===== config.mk =====
export PLATFORM = sky130hd
export DESIGN_NAME = hcs_regs
export DESIGN_NICKNAME = d
export VERILOG_FILES = /design/src/logic/hcs_pkg.sv /design/src/logic/hcs_ee_reader.sv /design/src/logic/hcs_regs.sv
export SDC_FILE = /design/constraint.sdc
export NUM_CORES = 1
export LEC_CHECK = 0
export ABC_AREA = 1
export BUFFER_PORTS_ARGS = -buffer_cell sky130_fd_sc_hd__buf_2
export CELL_PAD_IN_SITES_DETAIL_PLACEMENT = 1
export CELL_PAD_IN_SITES_GLOBAL_PLACEMENT = 2
export CORE_ASPECT_RATIO = 1.75
export CORE_UTILIZATION = 27
export CTS_CLUSTER_DIAMETER = 40
export DETAILED_ROUTE_END_ITERATION = 12
export PLACE_DENSITY = 0.78
export SLEW_MARGIN = 20
export SYNTH_ARGS = -nofsm -noshare
export SYNTH_HDL_FRONTEND = slang
export SYNTH_HIERARCHICAL = 1
export SYNTH_SLANG_ARGS = --single-unit

===== constraint.sdc =====
create_clock -name clk_sys -period 2.12 [get_ports clk_sys]
set_clock_uncertainty 0.15 [all_clocks]
set_input_delay 0.212 -clock clk_sys [delete_from_list [all_inputs] [get_ports clk_sys]]
set_output_delay 0.212 -clock clk_sys [all_outputs]
set_load 0.03 [all_outputs]

===== src/logic/hcs_pkg.sv =====
// Shared constants for the host configuration space register block
package hcs_pkg;
	// ----------------------------------------
	// Configuration space offsets
	// ----------------------------------------
	localparam logic [7:0] CFG_ID = 8'h00;
	localparam logic [7:0] CFG_STCMD = 8'h04;
	localparam logic [7:0] CFG_CLASS = 8'h08;
	localparam logic [7:0] CFG_BAR = 8'h10;
	localparam logic [7:0] CFG_SUBSYS = 8'h2C;
	// ----------------------------------------
	// Status and command fields
	// ----------------------------------------
	localparam int ST_PERR = 31;
	localparam int ST_SERR = 30;
	localparam int CMD_INTDIS = 10;
	localparam int CMD_SERREN = 8;
	localparam int CMD_PERREN = 6;
	localparam int CMD_MEMEN = 1;
	localparam logic [15:0] CMD_WMASK = 16'h0542;
	localparam logic [15:0] CMD_RST = 16'h0000;
	localparam logic [3:0] ST_HI_RST = 4'h0;
	localparam logic CAP_LIST = 1'b1;
	localparam logic [23:0] CLASS_RST = 24'h070002;
	localparam logic [15:0] SUBSYS_RST = 16'h0000;
	// ----------------------------------------
	// Memory window
	// ----------------------------------------
	localparam int BAR_LSB = 14;
	localparam int WIN_BITS = 13;
	localparam logic [17:0] BAR_RST = 18'h00000;
	localparam logic [12:0] MEM_INT0 = 13'h0080;
	localparam int INT_REGS = 4;
	localparam logic [12:0] MEM_EEACC = 13'h0090;
	localparam int EEA_SK = 0;
	localparam int EEA_CS = 1;
	localparam int EEA_DI = 2;
	// ----------------------------------------
	// Expansion slave kinds
	// ----------------------------------------
	localparam logic [1:0] KIND_SAME = 2'h1;
	localparam logic [1:0] KIND_SMALL = 2'h2;
	// ----------------------------------------
	// Serial EEPROM
	// ----------------------------------------
	localparam int EE_WORDS = 8;
	localparam int EE_ADDR_W = 6;
	localparam logic [1:0] EE_OP_READ = 2'h2;
	localparam int EE_CMD_BITS = 9;
	localparam int EE_DATA_FIRST = 9;
	localparam int EE_LAST_BIT = 24;
	localparam logic [15:0] EE_BLANK = 16'hFFFF;
	localparam int EEW_VENDOR = 0;
	localparam int EEW_SUBVEN = 1;
	localparam int EEW_DEVID = 2;
	localparam int EEW_SUBSYS = 3;
	localparam int EEW_CLASS_HI = 4;
	localparam int EEW_CLASS_LO = 5;
	localparam int CLK_NS = 25;
	localparam int EE_HALF_NS = 500;
	localparam int EE_HALF_CYC = (EE_HALF_NS + CLK_NS - 1) / CLK_NS;
endpackage


===== src/logic/hcs_ee_reader.sv =====
// Serial EEPROM reader that fetches the auto-configuration words after reset
`timescale 1ns/10ps
module hcs_ee_reader #(
	parameter int HALF_CYC = hcs_pkg::EE_HALF_CYC
) (
	// Clock and reset
	input wire logic clk_sys,
	input wire logic rst_b,
	// Serial memory pins, data out already synchronised
	output logic cs,
	output logic sk,
	output logic di,
	input wire logic do_s,
	// Loaded words
	output logic wr_stb,
	output logic [2:0] wr_idx,
	output logic [15:0] wr_data,
	output logic done
);
	localparam int TW = $clog2(HALF_CYC + 1);
	localparam logic [TW-1:0] RELOAD = TW'(HALF_CYC - 1);
	initial begin
		if (HALF_CYC < 1) $error("HALF_CYC must be at least one");
	end
	typedef enum logic [1:0] {RD_GAP, RD_LO, RD_HI, RD_DONE} hcs_rd_t;
	hcs_rd_t st_r, st_nxt;
	logic [TW-1:0] tmr_r, tmr_nxt;
	logic [4:0] bit_r, bit_nxt;
	logic [2:0] word_r, word_nxt;
	logic [15:0] sh_r, sh_nxt;
	logic cs_r, cs_nxt, sk_r, sk_nxt, di_r, di_nxt, stb_r, stb_nxt;
	logic [8:0] cmd;
	assign cmd = {1'b1, hcs_pkg::EE_OP_READ, {(hcs_pkg::EE_ADDR_W - 3){1'b0}}, word_r};
	always_comb begin
		st_nxt = st_r;
		tmr_nxt = tmr_r;
		bit_nxt = bit_r;
		word_nxt = word_r;
		sh_nxt = sh_r;
		cs_nxt = cs_r;
		sk_nxt = sk_r;
		di_nxt = di_r;
		stb_nxt = 1'b0;
		if (tmr_r != '0) begin
			tmr_nxt = tmr_r - 1'b1;
		end else begin
			tmr_nxt = RELOAD;
			case (st_r)
				RD_GAP: begin
					cs_nxt = 1'b1;
					bit_nxt = '0;
					di_nxt = cmd[hcs_pkg::EE_CMD_BITS-1];
					st_nxt = RD_LO;
				end
				RD_LO: begin
					sk_nxt = 1'b1;
					st_nxt = RD_HI;
				end
				RD_HI: begin
					sk_nxt = 1'b0;
					if (bit_r >= 5'(hcs_pkg::EE_DATA_FIRST)) sh_nxt = {sh_r[14:0], do_s};
					if (bit_r == 5'(hcs_pkg::EE_LAST_BIT)) begin
						cs_nxt = 1'b0;
						di_nxt = 1'b0;
						stb_nxt = 1'b1;
						word_nxt = word_r + 1'b1;
						st_nxt = (word_r == 3'(hcs_pkg::EE_WORDS - 1)) ? RD_DONE : RD_GAP;
					end else begin
						bit_nxt = bit_r + 1'b1;
						if (bit_r < 5'(hcs_pkg::EE_CMD_BITS - 1)) di_nxt = cmd[4'(hcs_pkg::EE_CMD_BITS - 2) - bit_r[3:0]];
						else di_nxt = 1'b0;
						st_nxt = RD_LO;
					end
				end
				RD_DONE: tmr_nxt = '0;
				default: st_nxt = RD_DONE;
			endcase
		end
	end
	always_ff @(posedge clk_sys or negedge rst_b) begin
		if (!rst_b) begin
			st_r <= RD_GAP;
			tmr_r <= RELOAD;
			bit_r <= '0;
			word_r <= '0;
			sh_r <= '0;
			cs_r <= 1'b0;
			sk_r <= 1'b0;
			di_r <= 1'b0;
			stb_r <= 1'b0;
		end else begin
			st_r <= st_nxt;
			tmr_r <= tmr_nxt;
			bit_r <= bit_nxt;
			word_r <= word_nxt;
			sh_r <= sh_nxt;
			cs_r <= cs_nxt;
			sk_r <= sk_nxt;
			di_r <= di_nxt;
			stb_r <= stb_nxt;
		end
	end
	assign cs = cs_r;
	assign sk = sk_r;
	assign di = di_r;
	assign wr_stb = stb_r;
	assign wr_idx = word_r - 1'b1;
	assign wr_data = sh_r;
	assign done = (st_r == RD_DONE);
endmodule


===== src/logic/hcs_regs.sv =====
// Configuration space registers, memory window decode and EEPROM loading
`timescale 1ns/10ps
// Behaviour
// - Word 0x00 bits 31:16 give a device identifier chosen by the attached expansion slave, EEPROM may override it.
// - Word 0x00 bits 15:0 give the vendor identifier, loadable from EEPROM and read-only to the host.
// - Status bit 31 sets on a parity error, resets to zero and clears when the host writes one.
// - Status bit 30 sets on a system error, resets to zero, clears on a written one, a written zero does nothing.
// - Status bits 29:24 are read-only and always read zero.
// - Status bits 23:21 are read-only and read zero.
// - The host writes the memory base into the register at 0x10 and memory accesses decode against it.
// - Device and channel registers are reached as memory through an 8K byte window.
// - The EEPROM is worked through four pins: data out, data in, select and clock.
// - Vendor, sub-vendor and four more words are read from EEPROM into the matching fields.
// - Without an EEPROM the fields keep their built-in defaults.
// - Software reaches the EEPROM pins through a device register for general storage.
// - Four consecutive interrupt source registers report all interrupt status.
// - Identity, resource and capability fields are readable for enumeration once the EEPROM load ends; earlier accesses are retried.
// - Command bit 1 gates memory decoding, resets to zero and is set by the host.
module hcs_regs #(
	parameter logic [15:0] VENDOR_ID = 16'h1F00, // Arbitrary value
	parameter logic [15:0] DEV_ID_NONE = 16'h0A00, // Arbitrary value
	parameter logic [15:0] DEV_ID_SAME = 16'h0A01, // Arbitrary value
	parameter logic [15:0] DEV_ID_SMALL = 16'h0A02, // Arbitrary value
	parameter logic [7:0] REV_ID = 8'h01, // Arbitrary value
	parameter int EE_HALF = hcs_pkg::EE_HALF_CYC
) (
	// Clock and reset
	input wire logic clk_sys,
	input wire logic rst_b,
	// Configuration access
	input wire logic cfg_req,
	input wire logic cfg_wr,
	input wire logic [7:0] cfg_addr,
	input wire logic [3:0] cfg_be,
	input wire logic [31:0] cfg_wdata,
	output logic cfg_ack,
	output logic cfg_retry,
	output logic [31:0] cfg_rdata,
	// Memory access
	input wire logic mem_req,
	input wire logic mem_wr,
	input wire logic [31:0] mem_addr,
	input wire logic [31:0] mem_wdata,
	output logic mem_claim,
	output logic mem_ack,
	output logic [31:0] mem_rdata,
	output logic mem_fwd,
	output logic mem_fwd_wr,
	output logic [12:0] mem_fwd_off,
	output logic [31:0] mem_fwd_wdata,
	// Events and sources
	input wire logic parity_err_evt,
	input wire logic sys_err_evt,
	input wire logic [127:0] irq_src,
	input wire logic [1:0] slave_kind,
	// Serial EEPROM pins
	output logic eeprom_select,
	output logic eeprom_serial_clock,
	output logic eeprom_serial_to_memory,
	input wire logic eeprom_serial_from_memory,
	// Command state
	output logic cmd_mem_en,
	output logic cmd_int_dis,
	output logic cmd_serr_en,
	output logic cmd_perr_en,
	output logic load_done
);
	initial begin
		if (hcs_pkg::INT_REGS * 32 != 128) $error("irq_src width must match the interrupt registers");
	end
	// ----------------------------------------
	// Synchronisers and EEPROM reader
	// ----------------------------------------
	logic do_m_r, do_s_r;
	logic [1:0] kind_m_r, kind_s_r;
	always_ff @(posedge clk_sys or negedge rst_b) begin
		if (!rst_b) begin
			do_m_r <= 1'b0;
			do_s_r <= 1'b0;
			kind_m_r <= 2'h0;
			kind_s_r <= 2'h0;
		end else begin
			do_m_r <= eeprom_serial_from_memory;
			do_s_r <= do_m_r;
			kind_m_r <= slave_kind;
			kind_s_r <= kind_m_r;
		end
	end
	logic rd_cs, rd_sk, rd_di, ee_stb, ee_done;
	logic [2:0] ee_idx;
	logic [15:0] ee_data;
	hcs_ee_reader #(.HALF_CYC(EE_HALF)) u_rd (
		.clk_sys(clk_sys),
		.rst_b(rst_b),
		.cs(rd_cs),
		.sk(rd_sk),
		.di(rd_di),
		.do_s(do_s_r),
		.wr_stb(ee_stb),
		.wr_idx(ee_idx),
		.wr_data(ee_data),
		.done(ee_done)
	);
	// ----------------------------------------
	// Configuration registers
	// ----------------------------------------
	logic [15:0] ven_r, ven_nxt, subven_r, subven_nxt, devee_r, devee_nxt, subsys_r, subsys_nxt;
	logic [23:0] class_r, class_nxt;
	logic devovr_r, devovr_nxt, eeok_r, eeok_nxt;
	logic [15:0] cmd_r, cmd_nxt;
	logic perr_r, perr_nxt, serr_r, serr_nxt;
	logic [17:0] bar_r, bar_nxt;
	logic ack_r, ack_nxt, retry_r, retry_nxt;
	logic [31:0] rdata_r, rdata_nxt, mask, dev_word, bar_new, rd_val;
	logic [15:0] dev_id, cmd_new;
	logic cfg_we, ee_we;
	assign mask = {{8{cfg_be[3]}}, {8{cfg_be[2]}}, {8{cfg_be[1]}}, {8{cfg_be[0]}}};
	assign cfg_we = cfg_req && cfg_wr && ee_done;
	assign ee_we = ee_stb && (ee_idx == 3'(hcs_pkg::EEW_VENDOR) ? ee_data != hcs_pkg::EE_BLANK : eeok_r);
	always_comb begin
		if (devovr_r) dev_id = devee_r;
		else if (kind_s_r == hcs_pkg::KIND_SAME) dev_id = DEV_ID_SAME;
		else if (kind_s_r == hcs_pkg::KIND_SMALL) dev_id = DEV_ID_SMALL;
		else dev_id = DEV_ID_NONE;
	end
	assign dev_word = {dev_id, ven_r};
	assign bar_new = ({bar_r, {hcs_pkg::BAR_LSB{1'b0}}} & ~mask) | (cfg_wdata & mask);
	assign cmd_new = ((cmd_r & ~mask[15:0]) | (cfg_wdata[15:0] & mask[15:0])) & hcs_pkg::CMD_WMASK;
	always_comb begin
		case (cfg_addr)
			hcs_pkg::CFG_ID: rd_val = dev_word;
			hcs_pkg::CFG_STCMD: rd_val = {perr_r, serr_r, 9'h000, hcs_pkg::CAP_LIST, hcs_pkg::ST_HI_RST, cmd_r};
			hcs_pkg::CFG_CLASS: rd_val = {class_r, REV_ID};
			hcs_pkg::CFG_BAR: rd_val = {bar_r, {hcs_pkg::BAR_LSB{1'b0}}};
			hcs_pkg::CFG_SUBSYS: rd_val = {subsys_r, subven_r};
			default: rd_val = 32'h00000000;
		endcase
	end
	always_comb begin
		ven_nxt = ven_r;
		subven_nxt = subven_r;
		devee_nxt = devee_r;
		devovr_nxt = devovr_r;
		subsys_nxt = subsys_r;
		class_nxt = class_r;
		eeok_nxt = eeok_r;
		cmd_nxt = cmd_r;
		bar_nxt = bar_r;
		perr_nxt = perr_r;
		serr_nxt = serr_r;
		ack_nxt = cfg_req && ee_done;
		retry_nxt = cfg_req && !ee_done;
		rdata_nxt = rdata_r;
		if (ee_stb && ee_idx == 3'(hcs_pkg::EEW_VENDOR)) eeok_nxt = ee_data != hcs_pkg::EE_BLANK;
		if (ee_we) begin
			case (ee_idx)
				3'(hcs_pkg::EEW_VENDOR): ven_nxt = ee_data;
				3'(hcs_pkg::EEW_SUBVEN): subven_nxt = ee_data;
				3'(hcs_pkg::EEW_DEVID): begin
					devee_nxt = ee_data;
					devovr_nxt = 1'b1;
				end
				3'(hcs_pkg::EEW_SUBSYS): subsys_nxt = ee_data;
				3'(hcs_pkg::EEW_CLASS_HI): class_nxt[23:8] = ee_data;
				3'(hcs_pkg::EEW_CLASS_LO): class_nxt[7:0] = ee_data[7:0];
				default: ;
			endcase
		end
		if (cfg_req && !cfg_wr && ee_done) rdata_nxt = rd_val;
		if (cfg_we && cfg_addr == hcs_pkg::CFG_STCMD) begin
			cmd_nxt = cmd_new;
			if (cfg_wdata[hcs_pkg::ST_PERR] && cfg_be[3]) perr_nxt = 1'b0;
			if (cfg_wdata[hcs_pkg::ST_SERR] && cfg_be[3]) serr_nxt = 1'b0;
		end
		if (cfg_we && cfg_addr == hcs_pkg::CFG_BAR) bar_nxt = bar_new[31:hcs_pkg::BAR_LSB];
		if (parity_err_evt) perr_nxt = 1'b1;
		if (sys_err_evt) serr_nxt = 1'b1;
	end
	always_ff @(posedge clk_sys or negedge rst_b) begin
		if (!rst_b) begin
			ven_r <= VENDOR_ID;
			subven_r <= hcs_pkg::SUBSYS_RST;
			devee_r <= DEV_ID_NONE;
			devovr_r <= 1'b0;
			subsys_r <= hcs_pkg::SUBSYS_RST;
			class_r <= hcs_pkg::CLASS_RST;
			eeok_r <= 1'b0;
			cmd_r <= hcs_pkg::CMD_RST;
			bar_r <= hcs_pkg::BAR_RST;
			perr_r <= 1'b0;
			serr_r <= 1'b0;
			ack_r <= 1'b0;
			retry_r <= 1'b0;
			rdata_r <= 32'h00000000;
		end else begin
			ven_r <= ven_nxt;
			subven_r <= subven_nxt;
			devee_r <= devee_nxt;
			devovr_r <= devovr_nxt;
			subsys_r <= subsys_nxt;
			class_r <= class_nxt;
			eeok_r <= eeok_nxt;
			cmd_r <= cmd_nxt;
			bar_r <= bar_nxt;
			perr_r <= perr_nxt;
			serr_r <= serr_nxt;
			ack_r <= ack_nxt;
			retry_r <= retry_nxt;
			rdata_r <= rdata_nxt;
		end
	end
	assign cfg_ack = ack_r;
	assign cfg_retry = retry_r;
	assign cfg_rdata = rdata_r;
	assign cmd_mem_en = cmd_r[hcs_pkg::CMD_MEMEN];
	assign cmd_int_dis = cmd_r[hcs_pkg::CMD_INTDIS];
	assign cmd_serr_en = cmd_r[hcs_pkg::CMD_SERREN];
	assign cmd_perr_en = cmd_r[hcs_pkg::CMD_PERREN];
	assign load_done = ee_done;
	// ----------------------------------------
	// Memory window
	// ----------------------------------------
	logic [12:0] off;
	logic is_int, is_eea;
	logic mack_r, mack_nxt, fwd_r, fwd_nxt, fwr_r, fwr_nxt;
	logic [12:0] foff_r, foff_nxt;
	logic [31:0] mrd_r, mrd_nxt, fwd_d_r, fwd_d_nxt;
	logic [2:0] eea_r, eea_nxt;
	assign off = mem_addr[hcs_pkg::WIN_BITS-1:0];
	assign mem_claim = mem_req && cmd_r[hcs_pkg::CMD_MEMEN] && mem_addr[31:hcs_pkg::BAR_LSB] == bar_r &&
		mem_addr[hcs_pkg::BAR_LSB-1:hcs_pkg::WIN_BITS] == '0;
	assign is_int = off >= hcs_pkg::MEM_INT0 && off < hcs_pkg::MEM_INT0 + 13'(4 * hcs_pkg::INT_REGS);
	assign is_eea = off == hcs_pkg::MEM_EEACC;
	always_comb begin
		mack_nxt = mem_claim && (is_int || is_eea);
		fwd_nxt = mem_claim && !(is_int || is_eea);
		fwr_nxt = fwd_nxt ? mem_wr : fwr_r;
		foff_nxt = fwd_nxt ? off : foff_r;
		fwd_d_nxt = fwd_nxt ? mem_wdata : fwd_d_r;
		mrd_nxt = mrd_r;
		eea_nxt = eea_r;
		if (mem_claim && is_int && !mem_wr) mrd_nxt = irq_src[{off[3:2], 5'h00} +: 32];
		if (mem_claim && is_eea && !mem_wr) mrd_nxt = {28'h0000000, do_s_r, eea_r};
		if (mem_claim && is_eea && mem_wr) eea_nxt = mem_wdata[2:0];
	end
	always_ff @(posedge clk_sys or negedge rst_b) begin
		if (!rst_b) begin
			mack_r <= 1'b0;
			fwd_r <= 1'b0;
			fwr_r <= 1'b0;
			foff_r <= 13'h0000;
			fwd_d_r <= 32'h00000000;
			mrd_r <= 32'h00000000;
			eea_r <= 3'h0;
		end else begin
			mack_r <= mack_nxt;
			fwd_r <= fwd_nxt;
			fwr_r <= fwr_nxt;
			foff_r <= foff_nxt;
			fwd_d_r <= fwd_d_nxt;
			mrd_r <= mrd_nxt;
			eea_r <= eea_nxt;
		end
	end
	assign mem_ack = mack_r;
	assign mem_rdata = mrd_r;
	assign mem_fwd = fwd_r;
	assign mem_fwd_wr = fwr_r;
	assign mem_fwd_off = foff_r;
	assign mem_fwd_wdata = fwd_d_r;
	assign eeprom_select = ee_done ? eea_r[hcs_pkg::EEA_CS] : rd_cs;
	assign eeprom_serial_clock = ee_done ? eea_r[hcs_pkg::EEA_SK] : rd_sk;
	assign eeprom_serial_to_memory = ee_done ? eea_r[hcs_pkg::EEA_DI] : rd_di;
endmodule


==> impl_metrics.yaml, run 1 <==
synth:
  synth_enable_flop_cells: 0
  ys_seq_area_share_pct: 51.2
  avgSynthCellArea_um2: 7.90
  yosys-top-cells-area: "dfrtp_1 (48%), nand2_1 (20%), nand4_1 (4.7%)"
  yosys-top-cells-count: "nand2_1 (714), dfrtp_1 (258), nand3_1 (104), nand4_1 (101), inv_1 (94)"
  synth_ff_type: "dfrtp_1"
  syn-instance-count: 1686
  synth_most_common_cell: "nand2_1"
  async_flop_share_pct: 100
  ys_warn_count: 6
  synth_nets: 1945
  synth_top_cell_area_share_pct: 48.5
  syn_area_um2: 13300
  yosys.area.top_type: "dfrtp_1"
  yosysUniqueCellTypes: 44
  ys_seq_elements: 272
sta:
  timing.fmax_mhz: 450
  hold_violations: 0
  fin_crit_ns: 2.22
  setup_slack_ns: -0.104
  fin_crit_sh_pct: 105
  setup_viol: 44
  relSlewSlack_pct: 48.2
  slew_violations: 0
  tightestPinTransition_ns: 0.777
  rsz0062_at_grt: "yes"
route:
  drc: 0
  via_per_inst: 4.92
  dr.pass1.iters: 4
  ant_nets: 0
  drtIter0Drc: 493
  post_drt_wl_per_cell_um: 21.0
  drt_wl_total_um: 62000
  vias: 14550
die:
  start_util_pct: 27.3
  die_w_um: 170
  row_count: 107
  coreArea_um2: 48700
  die_area_um2: 50300
  pin_count: 370
  die_h_um: 296
worst_setup_path:
  cp-end-kind: "output port"
  crit_top_cell: "nand2_2"
  critical_path_class: "flop to output port"
  crit_slowest_cell: "dfrtp_1"
  cp_max_fo: 3
  path_cells: "inv_2 > nand2_2 > nand2_2 > nand2_1 > nor2_1 > buf_4 > nand3_4 > nor2_8 > buf_6 > buf_8"
  cp.required_ns: 1.76
  critPathMaxStageDelay_ns: 0.40
  arrival_ns: 1.86
  start_kind: "flop"
cells_and_area:
  seq_area_um2: 6830
  drive_gt1_share_pct: 35.5
  final_nets: 2534
  final_core_util_pct: 42.8
  syn2layout_area_growth_pct: 56.7
  num-fill-cells: 5852
  multi_input_comb_area_um2: 6490
cts:
  cts_num_sinks: 272
  clockBufferDepth: 3
  cts_buffers: 35
  cts_tree: "done"
  clk_latency_ns: 0.53
  htree_levels: 2
  cts_root_buffer: "clkbuf_16"
  clkTransAtPathRegs_ns: 0.06
power_and_ir_drop:
  powerDensity_nw_per_um2: 579
  ir_worst_vdd_mv: 0.355
  swShare_pct: 24.3
  netSwitchingPower_mw: 2.94
  comb_power_share_pct: 7.5
  leakagePower_nw: 11.0
  power.share.sequential_pct: 43.1
  power_frac_clock_pct: 49.5
  power.total_mw: 12.1
  p_int_mw: 9.15
global_route:
  overflow: 0
  grt_start_max_net_pins: 56
  grt_util_all_layers_pct: 22.8
  grt_pass1_wl_um: 87000
  grt_pass1_vias: 15217
  antenna_found_initial: 6
placement:
  port_buffers: 359
  dp_hpwl_um: 41700
  gp_congestion: 0.812
worst_hold_path:
  hold_path.class: "primary input to flop"
outcome:
  status: "finished, violations left"
  violations: "setup timing"
job:
  maxCapViolations: 0
## cell families after synthesis
family          count (synthesis)  synth area share (%)
flops                         272                  51.2
xor+xnor                        5                 0.329
fa+ha+maj                      12                  1.13
buf+inv                       204                  6.67
mux                             2                 0.169
compound gates                178                  7.69
simple gates                 1013                  32.8
## layout by cell type (no fill, tap or decap), types with 9 or more instances in the layout
master,synthesis,final
dfstp_2,14,14
nand4_1,101,101
nor2_1,63,56
clkbuf_16,0,49
nand2_2,7,108
nand3_1,104,90
o21ai_1,1,12
dfrtp_1,258,256
buf_4,4,75
buf_2,23,354
buf_12,0,28
nand2_1,714,567
dlygate4sd3_1,0,124
nor2_2,3,9
inv_1,94,89
nand3_4,3,12
ha_1,12,10
nand2_4,2,47
o22ai_1,30,30
o2111ai_1,10,10
buf_6,10,25
nand3_2,1,9
o21ai_0,42,28
inv_2,21,20
a21oi_1,78,77
## worst max-delay path: cells and delay by family (launching register included)
family | cells | cell delay [ns]
AND/OR/NAND/NOR | 6 | 0.48
flip-flops | 1 | 0.40
buffers and inverters | 4 | 0.44
## routing by layer
metal	up-vias	track usage [%]	wire length, um
li1	6699	-	-
met1	7193	21.8	20700
met2	490	45.9	34600
met3	166	3.36	3160
met4	2	11.8	3490
met5	-	0	13
## registers in the layout (all words and copies together), names as in the netlist, 2 cells and up, named ones only
signal	count
mem_fwd_off	13
u_rd/st_r	2
subven_r	16
kind_m_r	2
ven_r	16
subsys_r	16
class_r	24
eea_r	3
mem_rdata	32
kind_s_r	2
devee_r	16
u_rd/bit_r	5
cfg_rdata	32
u_rd/word_r	3
u_rd/tmr_r	5
u_rd/wr_data	16
mem_fwd_wdata	32
## through the flow
step / setup WS [ns] / setup TNS (ns) / area, um2 / cells / hold slack [ns]
finish: -0.104 / -1.96 / 20900 / 2958 / 0.0191
global route: -0.205 / -12.45 / 20900 / 2958 / 0.0311
CTS: -0.178 / -1.30 / 19600 / 2927 / 0.000484
detailed placement: -0.197 / -11.33 / 16500 / 2704 / 0.0463
global placement: -0.0916 / -5.60 / 16500 / 2704 / 0.0471
floorplan: 0.00478 / 0 / 13400 / 1686 / -0.234
## power by group through the flow
stage	clock (mW)	sequential [mW]	combinational, mW
2_1_floorplan	0	5.30	0.184
3_3_place_gp	0	5.30	0.658
3_5_place_dp	0	5.30	0.669
4_1_cts	6.13	5.20	0.889
5_1_grt	6.27	5.20	0.974
6_report	5.98	5.20	0.905
## repair_timing
action | CTS | global route
resized for setup | 61 | 270
setup buffers | 28 | 12
gates cloned | 9 | 20
hold buffers | 124 | 0
setup endpoints to repair | 122 | 146
pin swaps | 11 | 45
hold endpoints to repair | 371 | 0
## final cells by class
class                   count  area share (%)
diodes                      3          0.0360
clock buffers              44            4.60
clock inverters            19           0.959
inverters                 118            2.39
multi-input cells        1214            31.1
flip-flops and latches    272            32.7
well taps                 654            3.92
repair buffers            631            24.0
repair inverters            3           0.318
## worst paths after layout
| kind | end | slack (ns) | cells after the start | from |
|---|---|---|---|---|
| setup / recovery | mem_claim | -0.10 | 10 | flop |
| hold / removal | mem_rdata[28] | 0.02 | 5 | irq_src[28] |
| setup reg to reg | mem_rdata[11] | -0.10 | 15 | flop |
| hold reg to reg | do_s_r | 0.20 | 0 | do_m_r |
| max in group asynchronous | devee_r[0] | 1.02 | 3 | rst_b |
| min in group asynchronous | subsys_r[5] | 0.07 | 2 | rst_b |
(Power assumes the default switching activity.)
==> run 2, diff against run 1 <==
- SETUP_SLACK_MARGIN: unset -> 0.02
==> run 2 against run 1 <==
  * The flow finishes with violations (hold timing, setup timing)
  * Flip-flop and latch count unchanged
  * Final cell count up 0.61%
  * Wire length up 0.39%
  * Die area unchanged
  * Register-to-register slack worse by 0.06 ns
  * Critical path depth down 1
  * Sequential power about the same
  * Clock power up 1%
  * Non-clock buffer count up 24
  * Combinational power up 3.6%
  * Power up 0.88%
  * Global-route usage about the same
  * Critical path type unchanged
==> impl_metrics.yaml, run 2 (synthesized netlist as in run 1, its figures left out) <==
cts:
  clockBufferDepth: 3
  clk_latency_ns: 0.57
  clkTransAtPathRegs_ns: 0.06
  htree_levels: 1
  cts_num_sinks: 272
  cts_root_buffer: "clkbuf_16"
  cts_tree: "done"
  cts_buffers: 31
route:
  ant_nets: 0
  drt_wl_total_um: 62300
  drtIter0Drc: 678
  dr.pass1.iters: 5
  drc: 0
  vias: 14516
  post_drt_wl_per_cell_um: 20.9
  via_per_inst: 4.88
placement:
  port_buffers: 359
  gp_congestion: 0.841
  dp_worst_setup_slack_ns: -0.107
  dpl_cell_area_um2: 16600
  dp_hpwl_um: 42300
sta:
  fin_crit_ns: 2.29
  tns_ns: -7.23
  relSlewSlack_pct: 43.8
  timing.fmax_mhz: 437
  setup_slack_ns: -0.171
  slew_violations: 0
  rsz0062_at_grt: "yes"
  setup_viol: 107
  fin_crit_sh_pct: 108
  hold_violations: 1
  tightestPinTransition_ns: 0.842
  whs_ns: -0.00239
job:
  maxCapViolations: 0
global_route:
  grt_pass1_vias: 15442
  grt_start_max_net_pins: 56
  grt_util_all_layers_pct: 22.8
  grt_pass1_wl_um: 87400
  overflow: 0
  antenna_found_initial: 7
cells_and_area:
  syn2layout_area_growth_pct: 55.9
  layout_common_cells: "nand2_1 (589), buf_2 (354), dfrtp_1 (256)"
  design_area_um2: 20800
  drive_gt1_share_pct: 34.2
  seq_area_um2: 6830
  final_common_cell: "nand2_1"
  multi_input_comb_area_um2: 6270
  num-fill-cells: 5879
  final_nets: 2552
die:
  die_w_um: 170
  die_h_um: 296
  row_count: 107
  coreArea_um2: 48700
  die_area_um2: 50300
  pin_count: 370
  start_util_pct: 27.3
power_and_ir_drop:
  leakagePower_nw: 11.0
  ir_worst_vdd_mv: 0.540
  powerDensity_nw_per_um2: 587
  power.total_mw: 12.2
worst_setup_path:
  critical_path_class: "flop to output port"
  cp-end-kind: "output port"
  start_kind: "flop"
  cp_max_fo: 2
  arrival_ns: 1.93
  cp.required_ns: 1.76
outcome:
  violations: "hold timing, setup timing"
  status: "finished, violations left"
worst_hold_path:
  hold_path.class: "primary input to async pin"
-- run 2: cell count changes in the layout (fill, tap and decap cells not counted), sizes merged --
cell         change
clkinvlp         -1
bufinv           +5
diode            +2
dlygate4sd3     +17
inv              +2
clkbuf           -5
clkinv           -9
nand3            +1
buf              +6
-- run 2: report_power, final --
group | switching, mW | total, mW | leakage (nW) | internal [mW]
clock network | 2.36 | 6.06 | 0.554 | 3.70
registers | 0.00434 | 5.20 | 3.61 | 5.20
logic | 0.460 | 0.938 | 6.86 | 0.478
total | 2.82 | 12.2 | 11.0 | 9.37
-- run 2: final cells by class --
cell class	count	share of cell area [%]
diodes	5	0.0602
clock buffers	38	4.05
clock inverters	19	1.46
inverters	118	2.37
multi-input cells	1215	30.2
flip-flops and latches	272	32.9
well taps	654	3.94
repair buffers	655	25.1
-- run 2: worst max-delay path: stages (launching register included) --
cell     delay, ns
dfrtp_1       0.39
inv_2         0.07
nand2_1       0.05
nand2_1       0.05
nand2_1       0.11
nor2_2        0.19
nand3_4       0.14
nor2_8        0.13
buf_6         0.11
buf_8         0.12
-- run 2: worst paths after layout --
check | start | to | slack, ns | cells past startpoint
min | rst_b | cfg_rdata[29] | -0.002 | 2
max reg2reg | flop | mem_rdata[6] | -0.16 | 15
min in group clk_sys | irq_src[112] | mem_rdata[16] | 0.03 | 5
max | flop | mem_claim | -0.17 | 9
max in group asynchronous | rst_b | mem_rdata[26] | 1.07 | 3
min reg2reg | do_m_r | do_s_r | 0.20 | 0
-- run 2: layer usage --
metal  part of all wire, %  vias up  GRT usage (%)
met5                 0.021        -              0
met4                   6.7        2           12.7
met3                   4.5      150           3.22
met2                    55      428           45.5
met1                    33     7181           21.9
li1                      -     6755              -
-- run 2: stage by stage --
step / hold WS, ns / std cells / utilization [%]
floorplan: -0.234 / 1686 / -
global placement: 0.0322 / 2717 / 34.0
detailed placement: 0.0355 / 2717 / 34.0
CTS: 0.00276 / 2942 / 40.4
global route: 0.0364 / 2976 / 42.6
finish: -0.00239 / 2976 / 42.6
-- run 2: repair_timing --
action	CTS	global route
setup endpoints to repair	91	181
gates resized for setup	56	195
pin swaps	25	30
endpoints found under the hold margin	381	0
setup buffers	18	13
gates cloned	10	19
hold buffers	141	0
